<file path="config.mk">
export PLATFORM = sky130hd
export DESIGN_NAME = acmr_top
export DESIGN_NICKNAME = d
export VERILOG_FILES = /design/src/include/acmr_pkg.sv /design/src/hdl/acmr_top.sv
export SDC_FILE = /design/constraint.sdc
export NUM_CORES = 1
export LEC_CHECK = 0
export BUFFER_PORTS_ARGS = -buffer_cell sky130_fd_sc_hd__buf_4
export CORE_ASPECT_RATIO = 0.5
export CORE_UTILIZATION = 57
export CTS_CLUSTER_DIAMETER = 200
export CTS_CLUSTER_SIZE = 28
export DETAILED_ROUTE_END_ITERATION = 10
export GPL_TIMING_DRIVEN = 0
export PLACE_DENSITY = 0.77
export SYNTH_ARGS = -nofsm -noshare
export SYNTH_HDL_FRONTEND = slang
export SYNTH_SLANG_ARGS = --single-unit
</file>
<file path="constraint.sdc">
create_clock -name aclk -period 6.1 [get_ports aclk]
set_clock_uncertainty 0.1 [all_clocks]
set_input_delay 0.61 -clock aclk [delete_from_list [all_inputs] [get_ports aclk]]
set_output_delay 0.61 -clock aclk [all_outputs]
set_load 0.01 [all_outputs]
</file>
<file path="src/include/acmr_pkg.sv">
`default_nettype none
package acmr_pkg;
    // register byte offsets
    localparam logic [7:0] OFS_CTRL   = 8'h00;
    localparam logic [7:0] OFS_CHAN   = 8'h04;
    localparam logic [7:0] OFS_CONV   = 8'h08;
    localparam logic [7:0] OFS_STAT   = 8'h0c;
    localparam logic [7:0] OFS_MASK   = 8'h10;
    localparam logic [7:0] OFS_FCTL   = 8'h20;
    localparam logic [7:0] OFS_FFLG   = 8'h40;
    // converter_control_reg field
    localparam int BIT_EMUX = 0;
    // per-queue control / flag positions (flag sits under its enable)
    localparam int BIT_NC   = 0;
    localparam int BIT_TOR  = 1;
    localparam int BIT_PAU  = 2;
    localparam int BIT_EOQ  = 3;
    localparam int BIT_CFU  = 4;
    localparam int BIT_CFF  = 5;
    localparam int BIT_CFS  = 6;
    localparam int BIT_RFO  = 7;
    localparam int BIT_RFD  = 8;
    localparam int BIT_RDS  = 9;
    localparam int FW       = 10;
    localparam logic [9:0] FLAG_MASK = 10'h1bf;
    localparam logic [9:0] IE_MASK   = 10'h09f;
    localparam logic [9:0] ERR_MASK  = 10'h092;
    localparam logic [9:0] CTL_RESET = 10'h000;
    // global status bits
    localparam int ST_DONE = 0;
    localparam int ST_RESV = 1;
    // channel codes
    localparam logic [7:0] CH_REF_LAST = 8'h2c;
    localparam logic [7:0] CH_REF_MID  = 8'h2a;
    localparam logic [5:0] PIN_WXYZ    = 6'h08;
    localparam logic [5:0] PIN_RST     = 6'h10;
    localparam logic [5:0] PIN_RSV_HI  = 6'h12;
    localparam logic [2:0] TAG_WXYZ    = 3'h2;
    localparam logic [2:0] TAG_RST     = 3'h7;
    // converter
    localparam int NUM_DIGITS = 13;
    localparam int RES_W      = 12;
    localparam logic [1:0] SUM_ZERO  = 2'h0;
    localparam logic [1:0] SUM_MINUS = 2'h1;
    localparam logic [1:0] SUM_PLUS  = 2'h2;
    localparam logic [1:0] RESP_OK   = 2'h0;
    localparam logic [1:0] RESP_ERR  = 2'h2;
    typedef enum logic [1:0] {CV_IDLE, CV_SAMPLE, CV_PASS, CV_ADD} acmr_state_t;
endpackage
`default_nettype wire
</file>
<file path="src/hdl/acmr_top.sv">
// Function
// - plain mode codes 0-39 pick pins
// - codes 40-44 pick reference points
// - control bit enables external multiplexing
// - mux mode reserves codes 8-11, 16-18
// - code groups route to external mux inputs
// - address pins from low three code bits
// - address pins driven only in mux mode
// - queue interrupt when enable and flag
// - fill interrupt when enabled, select zero
// - drain interrupt when enabled, select zero
// - drain request, self clear when empty
// - fill request, self clear when full
// - combined error interrupt ORs all queues
// - thirteen stage passes per conversion
// - comparators pick summing term and digit
// - store thirteen digit pairs, then add
// - twelve-bit result, first element msb
`default_nettype none
module acmr_top
    import acmr_pkg::*;
#(
    parameter int NF = 6
) (
    // clock and reset
    input  wire logic            aclk,
    input  wire logic            aresetn,
    // axi4-lite slave
    input  wire logic [7:0]      s_axi_awaddr,
    input  wire logic            s_axi_awvalid,
    output var  logic            s_axi_awready,
    input  wire logic [31:0]     s_axi_wdata,
    input  wire logic [3:0]      s_axi_wstrb,
    input  wire logic            s_axi_wvalid,
    output var  logic            s_axi_wready,
    output var  logic [1:0]      s_axi_bresp,
    output var  logic            s_axi_bvalid,
    input  wire logic            s_axi_bready,
    input  wire logic [7:0]      s_axi_araddr,
    input  wire logic            s_axi_arvalid,
    output var  logic            s_axi_arready,
    output var  logic [31:0]     s_axi_rdata,
    output var  logic [1:0]      s_axi_rresp,
    output var  logic            s_axi_rvalid,
    input  wire logic            s_axi_rready,
    // queue events and levels
    input  wire logic [NF-1:0]   ev_noncoherency,
    input  wire logic [NF-1:0]   ev_trig_overrun,
    input  wire logic [NF-1:0]   ev_pause,
    input  wire logic [NF-1:0]   ev_end_of_queue,
    input  wire logic [NF-1:0]   ev_cmd_underflow,
    input  wire logic [NF-1:0]   ev_cmd_fill,
    input  wire logic [NF-1:0]   ev_result_overflow,
    input  wire logic [NF-1:0]   ev_result_drain,
    input  wire logic [NF-1:0]   cmd_fifo_full,
    input  wire logic [NF-1:0]   result_fifo_empty,
    // requests
    output var  logic [NF-1:0]   fifo_irq,
    output var  logic [NF-1:0]   cmd_fill_dma_req,
    output var  logic [NF-1:0]   result_drain_dma_req,
    output var  logic            combined_err_irq,
    output var  logic            irq,
    // channel selection
    output var  logic [5:0]      input_select,
    output var  logic            input_select_valid,
    output var  logic            mux_addr_msb,
    output var  logic            mux_addr_mid,
    output var  logic            mux_addr_lsb,
    // redundant_digit_stage
    input  wire logic            comp_hi,
    input  wire logic            comp_lo,
    output var  logic [1:0]      sum_sel,
    output var  logic [RES_W-1:0] conv_result
);

    function automatic logic [31:0] byte_mask(input logic [3:0] strb);
        byte_mask = {{8{strb[3]}}, {8{strb[2]}}, {8{strb[1]}}, {8{strb[0]}}};
    endfunction

    // {valid, external, pin}
    function automatic logic [7:0] chan_decode(input logic [7:0] c, input logic emux);
        logic [5:0] pin;
        logic       ok;
        logic       ext;
        pin = c[5:0];
        ok  = c <= CH_REF_LAST;
        ext = 1'b0;
        if (emux) begin
            if (c[5:0] >= PIN_WXYZ && c[5:0] <= PIN_RSV_HI && c[7:6] == 2'b00
                && (c[4] == 1'b0 || c[3:0] <= PIN_RSV_HI[3:0]) && c[5:0] != 6'h0c
                && c[5:0] != 6'h0d && c[5:0] != 6'h0e && c[5:0] != 6'h0f)
                ok = 1'b0;
            if (c[7:5] == TAG_WXYZ) begin
                ok  = 1'b1;
                ext = 1'b1;
                pin = PIN_WXYZ + {4'h0, c[4:3]};
            end else if (c[7:5] == TAG_RST && c[4:3] != 2'b11) begin
                ok  = 1'b1;
                ext = 1'b1;
                pin = PIN_RST + {4'h0, c[4:3]};
            end
        end
        chan_decode = {ok, ext, pin};
    endfunction

    // ---------------- bus slave ----------------
    logic [7:0]  aw_addr;
    logic [31:0] w_data;
    logic [3:0]  w_strb;
    logic        aw_full;
    logic        w_full;
    logic        do_wr;
    logic        wr_ok;
    logic [31:0] wm;

    assign do_wr = aw_full && w_full && !s_axi_bvalid;
    assign wm    = byte_mask(w_strb) & w_data;

    always_ff @(posedge aclk) begin
        if (!aresetn) begin
            s_axi_awready <= 1'b1;
            aw_full       <= 1'b0;
            aw_addr       <= 8'h00;
        end else if (s_axi_awvalid && s_axi_awready) begin
            s_axi_awready <= 1'b0;
            aw_full       <= 1'b1;
            aw_addr       <= s_axi_awaddr;
        end else if (do_wr) begin
            aw_full <= 1'b0;
        end else if (s_axi_bvalid && s_axi_bready) begin
            s_axi_awready <= 1'b1;
        end
    end

    always_ff @(posedge aclk) begin
        if (!aresetn) begin
            s_axi_wready <= 1'b1;
            w_full       <= 1'b0;
            w_data       <= 32'h0000_0000;
            w_strb       <= 4'h0;
        end else if (s_axi_wvalid && s_axi_wready) begin
            s_axi_wready <= 1'b0;
            w_full       <= 1'b1;
            w_data       <= s_axi_wdata;
            w_strb       <= s_axi_wstrb;
        end else if (do_wr) begin
            w_full <= 1'b0;
        end else if (s_axi_bvalid && s_axi_bready) begin
            s_axi_wready <= 1'b1;
        end
    end

    always_comb begin
        wr_ok = aw_addr <= OFS_MASK && aw_addr[1:0] == 2'b00;
        if (aw_addr[7:5] != 3'h0 && aw_addr[4:2] < NF[2:0] && aw_addr[1:0] == 2'b00
            && (aw_addr[7:5] == OFS_FCTL[7:5] || aw_addr[7:5] == OFS_FFLG[7:5]))
            wr_ok = 1'b1;
    end

    always_ff @(posedge aclk) begin
        if (!aresetn) begin
            s_axi_bvalid <= 1'b0;
            s_axi_bresp  <= RESP_OK;
        end else if (do_wr) begin
            s_axi_bvalid <= 1'b1;
            s_axi_bresp  <= wr_ok ? RESP_OK : RESP_ERR;
        end else if (s_axi_bready) begin
            s_axi_bvalid <= 1'b0;
        end
    end

    logic        chan_go;
    logic        conv_go;
    logic [7:0]  chan_dec;
    logic        emux;
    assign chan_go  = do_wr && aw_addr == OFS_CHAN && w_strb[0];
    assign conv_go  = do_wr && aw_addr == OFS_CONV && w_strb[0] && w_data[0];
    assign chan_dec = chan_decode(w_data[7:0], emux);

    // ---------------- control and channel ----------------
    logic [7:0] chan_code;
    logic [1:0] gstat;
    logic [1:0] gmask;

    always_ff @(posedge aclk) begin
        if (!aresetn)
            emux <= 1'b0;
        else if (do_wr && aw_addr == OFS_CTRL && w_strb[0])
            emux <= w_data[BIT_EMUX];
    end

    always_ff @(posedge aclk) begin
        if (!aresetn) begin
            chan_code          <= 8'h00;
            input_select       <= 6'h00;
            input_select_valid <= 1'b0;
            mux_addr_msb       <= 1'b0;
            mux_addr_mid       <= 1'b0;
            mux_addr_lsb       <= 1'b0;
        end else if (chan_go) begin
            chan_code          <= w_data[7:0];
            input_select_valid <= chan_dec[7];
            if (chan_dec[7])
                input_select <= chan_dec[5:0];
            if (chan_dec[7] && chan_dec[6] && emux) begin
                mux_addr_msb <= w_data[2];
                mux_addr_mid <= w_data[1];
                mux_addr_lsb <= w_data[0];
            end
        end
    end

    // ---------------- per-queue flags ----------------
    logic [NF-1:0][FW-1:0] fifo_ctl;
    logic [NF-1:0][FW-1:0] fifo_flag;
    logic [NF-1:0][FW-1:0] set_v;
    logic [NF-1:0][FW-1:0] clr_v;

    always_comb begin
        for (int n = 0; n < NF; n++) begin
            set_v[n] = '0;
            set_v[n][BIT_NC]  = ev_noncoherency[n];
            set_v[n][BIT_TOR] = ev_trig_overrun[n];
            set_v[n][BIT_PAU] = ev_pause[n];
            set_v[n][BIT_EOQ] = ev_end_of_queue[n];
            set_v[n][BIT_CFU] = ev_cmd_underflow[n];
            set_v[n][BIT_CFF] = ev_cmd_fill[n];
            set_v[n][BIT_RFO] = ev_result_overflow[n];
            set_v[n][BIT_RFD] = ev_result_drain[n];
            clr_v[n] = '0;
            if (do_wr && wr_ok && aw_addr[7:5] == OFS_FFLG[7:5] && aw_addr[4:2] == n[2:0]) begin
                clr_v[n] = wm[FW-1:0] & FLAG_MASK;
                // dma mode owns these flags; software ones are dropped
                if (fifo_ctl[n][BIT_CFS])
                    clr_v[n][BIT_CFF] = 1'b0;
                if (fifo_ctl[n][BIT_RDS])
                    clr_v[n][BIT_RFD] = 1'b0;
            end
            if (fifo_ctl[n][BIT_CFF] && fifo_ctl[n][BIT_CFS] && cmd_fifo_full[n])
                clr_v[n][BIT_CFF] = 1'b1;
            if (fifo_ctl[n][BIT_RFD] && fifo_ctl[n][BIT_RDS] && result_fifo_empty[n])
                clr_v[n][BIT_RFD] = 1'b1;
        end
    end

    always_ff @(posedge aclk) begin
        for (int n = 0; n < NF; n++) begin
            if (!aresetn) begin
                fifo_ctl[n]  <= CTL_RESET;
                fifo_flag[n] <= '0;
            end else begin
                if (do_wr && wr_ok && aw_addr[7:5] == OFS_FCTL[7:5] && aw_addr[4:2] == n[2:0])
                    fifo_ctl[n] <= (fifo_ctl[n] & ~FW'(byte_mask(w_strb)))
                                   | wm[FW-1:0];
                // set beats clear
                fifo_flag[n] <= ((fifo_flag[n] & ~clr_v[n]) | set_v[n]) & FLAG_MASK;
            end
        end
    end

    always_ff @(posedge aclk) begin
        if (!aresetn) begin
            fifo_irq             <= '0;
            cmd_fill_dma_req     <= '0;
            result_drain_dma_req <= '0;
            combined_err_irq     <= 1'b0;
        end else begin
            combined_err_irq <= 1'b0;
            for (int n = 0; n < NF; n++) begin
                fifo_irq[n] <= |(fifo_ctl[n] & fifo_flag[n] & IE_MASK)
                    | (fifo_ctl[n][BIT_CFF] && !fifo_ctl[n][BIT_CFS]
                       && fifo_flag[n][BIT_CFF])
                    | (fifo_ctl[n][BIT_RFD] && !fifo_ctl[n][BIT_RDS]
                       && fifo_flag[n][BIT_RFD]);
                cmd_fill_dma_req[n] <= fifo_ctl[n][BIT_CFF] && fifo_ctl[n][BIT_CFS]
                                       && fifo_flag[n][BIT_CFF];
                result_drain_dma_req[n] <= fifo_ctl[n][BIT_RFD] && fifo_ctl[n][BIT_RDS]
                                           && fifo_flag[n][BIT_RFD];
                if (|(fifo_ctl[n] & fifo_flag[n] & ERR_MASK))
                    combined_err_irq <= 1'b1;
            end
        end
    end

    // ---------------- converter sequencing ----------------
    acmr_state_t state;
    logic [3:0]  pass_cnt;
    logic [1:0]  digits [NUM_DIGITS];
    logic [14:0] acc;
    logic [14:0] excess;

    always_comb begin
        acc = '0;
        for (int i = 0; i < NUM_DIGITS; i++)
            acc = 15'((acc << 1) + {14'h0, digits[i][1]} + {14'h0, digits[i][0]});
        // offset removes the signed-digit bias before halving
        excess = acc - 15'h0fff;
    end

    always_ff @(posedge aclk) begin
        if (!aresetn) begin
            state    <= CV_IDLE;
            pass_cnt <= 4'h0;
            sum_sel  <= SUM_ZERO;
        end else begin
            case (state)
                CV_IDLE: begin
                    sum_sel <= SUM_ZERO;
                    if (conv_go)
                        state <= CV_SAMPLE;
                end
                CV_SAMPLE, CV_PASS: begin
                    digits[pass_cnt] <= {comp_hi, comp_lo};
                    sum_sel  <= comp_hi ? SUM_MINUS : (comp_lo ? SUM_ZERO : SUM_PLUS);
                    pass_cnt <= pass_cnt + 4'h1;
                    state    <= CV_PASS;
                    if (pass_cnt == 4'(NUM_DIGITS - 1))
                        state <= CV_ADD;
                end
                CV_ADD: begin
                    pass_cnt <= 4'h0;
                    sum_sel  <= SUM_ZERO;
                    state    <= CV_IDLE;
                end
                default: state <= CV_IDLE;
            endcase
        end
    end

    always_ff @(posedge aclk) begin
        if (!aresetn)
            conv_result <= '0;
        else if (state == CV_ADD) begin
            if (acc < 15'h0fff)
                conv_result <= '0;
            else if (excess[14:1] > 14'h0fff)
                conv_result <= 12'hfff;
            else
                conv_result <= excess[12:1];
        end
    end

    // ---------------- global interrupt ----------------
    always_ff @(posedge aclk) begin
        if (!aresetn) begin
            gstat <= 2'h0;
            gmask <= 2'h0;
            irq   <= 1'b0;
        end else begin
            if (do_wr && aw_addr == OFS_MASK && w_strb[0])
                gmask <= w_data[1:0];
            gstat <= (gstat & ~((do_wr && aw_addr == OFS_STAT) ? wm[1:0] : 2'h0))
                     | {chan_go && !chan_dec[7], state == CV_ADD};
            irq   <= |(gstat & gmask);
        end
    end

    // ---------------- read path ----------------
    logic [31:0] rd_mux;
    logic        rd_ok;
    always_comb begin
        rd_mux = 32'h0000_0000;
        rd_ok  = 1'b1;
        case (s_axi_araddr)
            OFS_CTRL: rd_mux[0] = emux;
            OFS_CHAN: rd_mux = {16'h0000, input_select_valid, 1'b0, input_select, chan_code};
            OFS_CONV: rd_mux = {4'h0, conv_result, 15'h0000, state != CV_IDLE};
            OFS_STAT: rd_mux[1:0] = gstat;
            OFS_MASK: rd_mux[1:0] = gmask;
            default: begin
                rd_ok = 1'b0;
                if (s_axi_araddr[4:2] < NF[2:0] && s_axi_araddr[1:0] == 2'b00) begin
                    if (s_axi_araddr[7:5] == OFS_FCTL[7:5]) begin
                        rd_ok  = 1'b1;
                        rd_mux[FW-1:0] = fifo_ctl[s_axi_araddr[4:2]];
                    end else if (s_axi_araddr[7:5] == OFS_FFLG[7:5]) begin
                        rd_ok  = 1'b1;
                        rd_mux[FW-1:0] = fifo_flag[s_axi_araddr[4:2]];
                    end
                end
            end
        endcase
    end

    always_ff @(posedge aclk) begin
        if (!aresetn) begin
            s_axi_arready <= 1'b1;
            s_axi_rvalid  <= 1'b0;
            s_axi_rdata   <= 32'h0000_0000;
            s_axi_rresp   <= RESP_OK;
        end else if (s_axi_arvalid && s_axi_arready) begin
            s_axi_arready <= 1'b0;
            s_axi_rvalid  <= 1'b1;
            s_axi_rdata   <= rd_mux;
            s_axi_rresp   <= rd_ok ? RESP_OK : RESP_ERR;
        end else if (s_axi_rvalid && s_axi_rready) begin
            s_axi_rvalid  <= 1'b0;
            s_axi_arready <= 1'b1;
        end
    end

    // ---------------- checks ----------------
    pass_count_a: assert property (@(posedge aclk) disable iff (!aresetn)
        (state == CV_SAMPLE) |=> (state == CV_PASS)[*8] ##1 (state == CV_PASS)[*4]
        ##1 (state == CV_ADD)) else $error("conversion did not take 13 passes");
    mux_addr_a: assert property (@(posedge aclk) disable iff (!aresetn)
        (chan_go && emux && chan_dec[6]) |=>
        {mux_addr_msb, mux_addr_mid, mux_addr_lsb} == $past(w_data[2:0]))
        else $error("mux address not taken from channel code");
    mux_plain_a: assert property (@(posedge aclk) disable iff (!aresetn)
        !emux |=> $stable({mux_addr_msb, mux_addr_mid, mux_addr_lsb}))
        else $error("mux address moved outside mux mode");
    resv_code_a: assert property (@(posedge aclk) disable iff (!aresetn)
        (chan_go && !chan_dec[7]) |=> !input_select_valid && $stable(input_select))
        else $error("reserved channel selected an input");
    ref_mid_a: assert property (@(posedge aclk) disable iff (!aresetn)
        (chan_go && w_data[7:0] == CH_REF_MID) |=> input_select_valid
        && input_select == CH_REF_MID[5:0]) else $error("mid reference not selected");
    queue_irq_a: assert property (@(posedge aclk) disable iff (!aresetn)
        |(fifo_ctl[0] & fifo_flag[0] & IE_MASK) |=> fifo_irq[0])
        else $error("queue interrupt missing");
    fill_dma_a: assert property (@(posedge aclk) disable iff (!aresetn)
        (fifo_ctl[0][BIT_CFF] && fifo_ctl[0][BIT_CFS] && fifo_flag[0][BIT_CFF]
        && cmd_fifo_full[0] && !ev_cmd_fill[0]) |=> cmd_fill_dma_req[0]
        ##1 !cmd_fill_dma_req[0]) else $error("fill request not retired when full");
    drain_clr_a: assert property (@(posedge aclk) disable iff (!aresetn)
        (fifo_ctl[0][BIT_RFD] && fifo_ctl[0][BIT_RDS] && result_fifo_empty[0]
        && !ev_result_drain[0]) |=> !fifo_flag[0][BIT_RFD])
        else $error("drain flag not cleared when empty");
    err_or_a: assert property (@(posedge aclk) disable iff (!aresetn)
        |(fifo_ctl[0] & fifo_flag[0] & ERR_MASK) |=> combined_err_irq)
        else $error("combined error missed queue 0");

endmodule
`default_nettype wire

</file>
==> impl_metrics.py <==
metrics = {
    "run_status": {
        "outcome": "finished, final reports clean",
    },
    "critical_path": {
        "critPathBufInv": 0,
        "worst-setup-path-type": "reg2reg",
        "cp-end-kind": "register",
        "required_ns": 6.44,
        "ff2ff_path_depth": 15,
        "cp.depth": 15,
        "crit_family": "XOR/XNOR gates",
        "path_max_fanout": 10,
        "critPathMaxStageDelay_ns": 0.71,
        "slowest_stage": "xnor2_1",
        "start_kind": "register",
        "worstPathArrival_ns": 5.39,
        "crit_chain": "ha_1 -> ha_1 -> xor2_2 -> xor2_2 -> xor2_1 -> xnor2_1 -> nand2_1 -> or3_1 -> a311oi_1 -> o21ai_0 -> xnor2_1 -> a21o_1 -> a21oi_1 -> nor3b_2 -> a221o_1",
        "r2r_slack_ns": 1.05,
    },
    "hold_path": {
        "hold_depth": 3,
        "hp-class": "in2reg",
    },
    "floorplan": {
        "fp.dieW_um": 213.4,
        "die_y_um": 107.7,
        "initial_core_util_pct": 58.48,
        "io_pins": 206,
        "num_rows": 38,
        "core_area_um2": 21780,
        "die_area_um2": 22980,
    },
    "timing": {
        "maxSlewHeadroom_pct": 12.41,
        "rsz0062_at_grt": "false",
        "setup_viol": 0,
        "fmax_mhz": 198.1,
        "period_needed_ns": 5.047,
        "period_share_pct": 82.74,
        "worstMarginPinSlew_ns": 1.302,
        "final-hold-violation-count": 0,
        "slew_violations": 0,
        "setup-tns-final_ns": 0,
    },
    "clock_network": {
        "cts_root_buf": "clkbuf_16",
        "clk_pin_slew_ns": 0.11,
        "post_cts_buffers": 0,
        "htreeDepth": 1,
        "cts.sinks": 253,
        "cts_made_buffers": 13,
        "cts_tree": "done",
        "hold_buffers": 0,
        "ctsResizeCount": 0,
        "cts_buffer_depth": 3,
        "clock_latency_ns": 0.51,
    },
    "yosys": {
        "ys_types": 76,
        "ys_seq_area_share_pct": 41.82,
        "synth_area_leaders": "dfxtp_1, a21oi_1, edfxtp_1, nand2_1, nor2_1",
        "synth_edf_count": 26,
        "yosysTopAreaCellShare_pct": 35.68,
        "synth.avg_cell_area_um2": 8.850,
        "ys_seq_elements": 253,
        "yosys_warnings": 0,
        "async_flop_share_pct": 0,
        "dominantRegCellSynth": "dfxtp_1",
        "syn_inst": 1439,
        "yosysMostFrequentCell": "dfxtp_1",
        "syn-cell-area_um2": 12730,
        "yosys.area.top_type": "dfxtp_1",
        "ys_top_cells_by_count": "dfxtp_1, a21oi_1, nand2_1",
    },
    "placement": {
        "port_buffers": 172,
        "place_hpwl_mm": 29.37,
        "place_area_um2": 14420,
        "place.gp.congestion": 0.9429,
    },
    "finish": {
        "area_growth_pct": 16.21,
        "drive_above_1_share_pct": 16.09,
        "fill_cells": 1820,
        "nNetsFinal": 1786,
        "num_antenna_cells": 0,
        "stdcell_area_um2": 14800,
    },
    "routing": {
        "vias_per_cell": 6.027,
        "vias": 11663,
        "drt-initial-drc-count": 1441,
        "drtAntennaViolNets": 0,
        "firstDrtPassIters": 7,
        "drc": 0,
        "wl_per_cell_um": 19.72,
        "drt-total-wl_mm": 38.15,
    },
    "grt": {
        "grt_pass1_vias": 10632,
        "grt_max_degree": 30,
        "track_usage_pct": 32.66,
        "antenna_found_initial": 1,
        "grt_pass1_wl_mm": 57.46,
        "grt_overflow": 0,
    },
    "pwr": {
        "p_leak_nw": 5.778,
        "power_density_nw_per_um2": 213.3,
        "vdd_drop_max_mv": 0.1587,
    },
    "run": {
        "maxCapViolCount": 0,
    },
}
-- cell families (layout without fill, tap and decap cells) --
kind of cell	count (synthesis)	in the layout	synth area share, %
AO/OA/AOI/OAI	364	364	17.62
XOR/XNOR	77	77	6.268
adder cells (fa/ha/maj)	35	35	3.458
buffers and inverters	136	326	4.244
flip-flops	253	253	41.82
multiplexers	92	92	9.383
other	1	7	0.02945
AND/OR/NAND/NOR	481	481	17.18
-- area by class of cell --
type / instances / area (µm²) / area share, %
inverters: 56 / 210.2 / 1.420
clock buffers: 16 / 336.6 / 2.274
multi-input cells: 1056 / 6892 / 46.57
plain buffers: 80 / 330.3 / 2.232
flip-flops and latches: 253 / 5325 / 35.98
well taps: 300 / 375.4 / 2.536
clock inverters: 2 / 38.79 / 0.2621
repair buffers: 172 / 1291 / 8.725
-- report_power, final --
| part | leakage, nW | switching [mW] | internal, mW | total [mW] |
|---|---|---|---|---|
| clock network | 0.180 | 0.562 | 0.408 | 0.970 |
| registers | 2.09 | 0.0455 | 1.73 | 1.77 |
| logic | 3.51 | 0.251 | 0.162 | 0.413 |
| total | 5.78 | 0.858 | 2.30 | 3.16 |
-- per-layer routing --
layer	global-route usage [%]	routed length, µm	vias to the layer above
li1	-	-	5505
met4	10.15	1106	2
met5	0	13	-
met2	49.49	16390	588
met3	9.014	4250	76
met1	45.04	16390	5492
-- layout by cell type, fill, tap and decap left out, types with 53 or more instances in the layout --
cell type,count
nand3_1,66
mux2i_1,53
clkbuf_1,70
nand2_1,154
nor2_1,153
a21oi_1,159
buf_4,179
o21ai_0,70
inv_1,56
dfxtp_1,227
-- metrics by stage --
| step | std cells | total power [mW] | hold slack, ns | util (%) | setup WS (ns) |
|---|---|---|---|---|---|
| after floorplan | 1445 | 2.040 | 0.3313 | - | 1.663 |
| final | 1935 | 3.156 | 0.2032 | 67.96 | 1.053 |
| after global routing | 1935 | 3.260 | 0.2104 | 67.96 | 0.5605 |
| after global placement | 1917 | 2.199 | 0.3390 | 66.24 | 1.156 |
| after CTS | 1935 | 3.139 | 0.2144 | 67.96 | 1.030 |
| after detailed placement | 1917 | 2.211 | 0.3468 | 66.24 | 1.073 |
-- worst paths after layout --
| path | startpoint | endpoint |
|---|---|---|
| worst max-delay path | digits[3][0] | conv_result[4] |
| worst min-delay path | ev_cmd_fill[3] | fifo_flag[35] |
| worst max register to register | digits[3][0] | conv_result[4] |
| worst min register to register | s_axi_rdata[10] | s_axi_rdata[10] |
-- tightest hold or removal path, delay by kind of cell --
kind | cells | cell delay, ns
AND/OR/NAND/NOR | 1 | 0.07
AO/OA/AOI/OAI | 1 | 0.03
buffers and inverters | 1 | 0.08
Note: power is estimated with default switching activity, not from simulation.
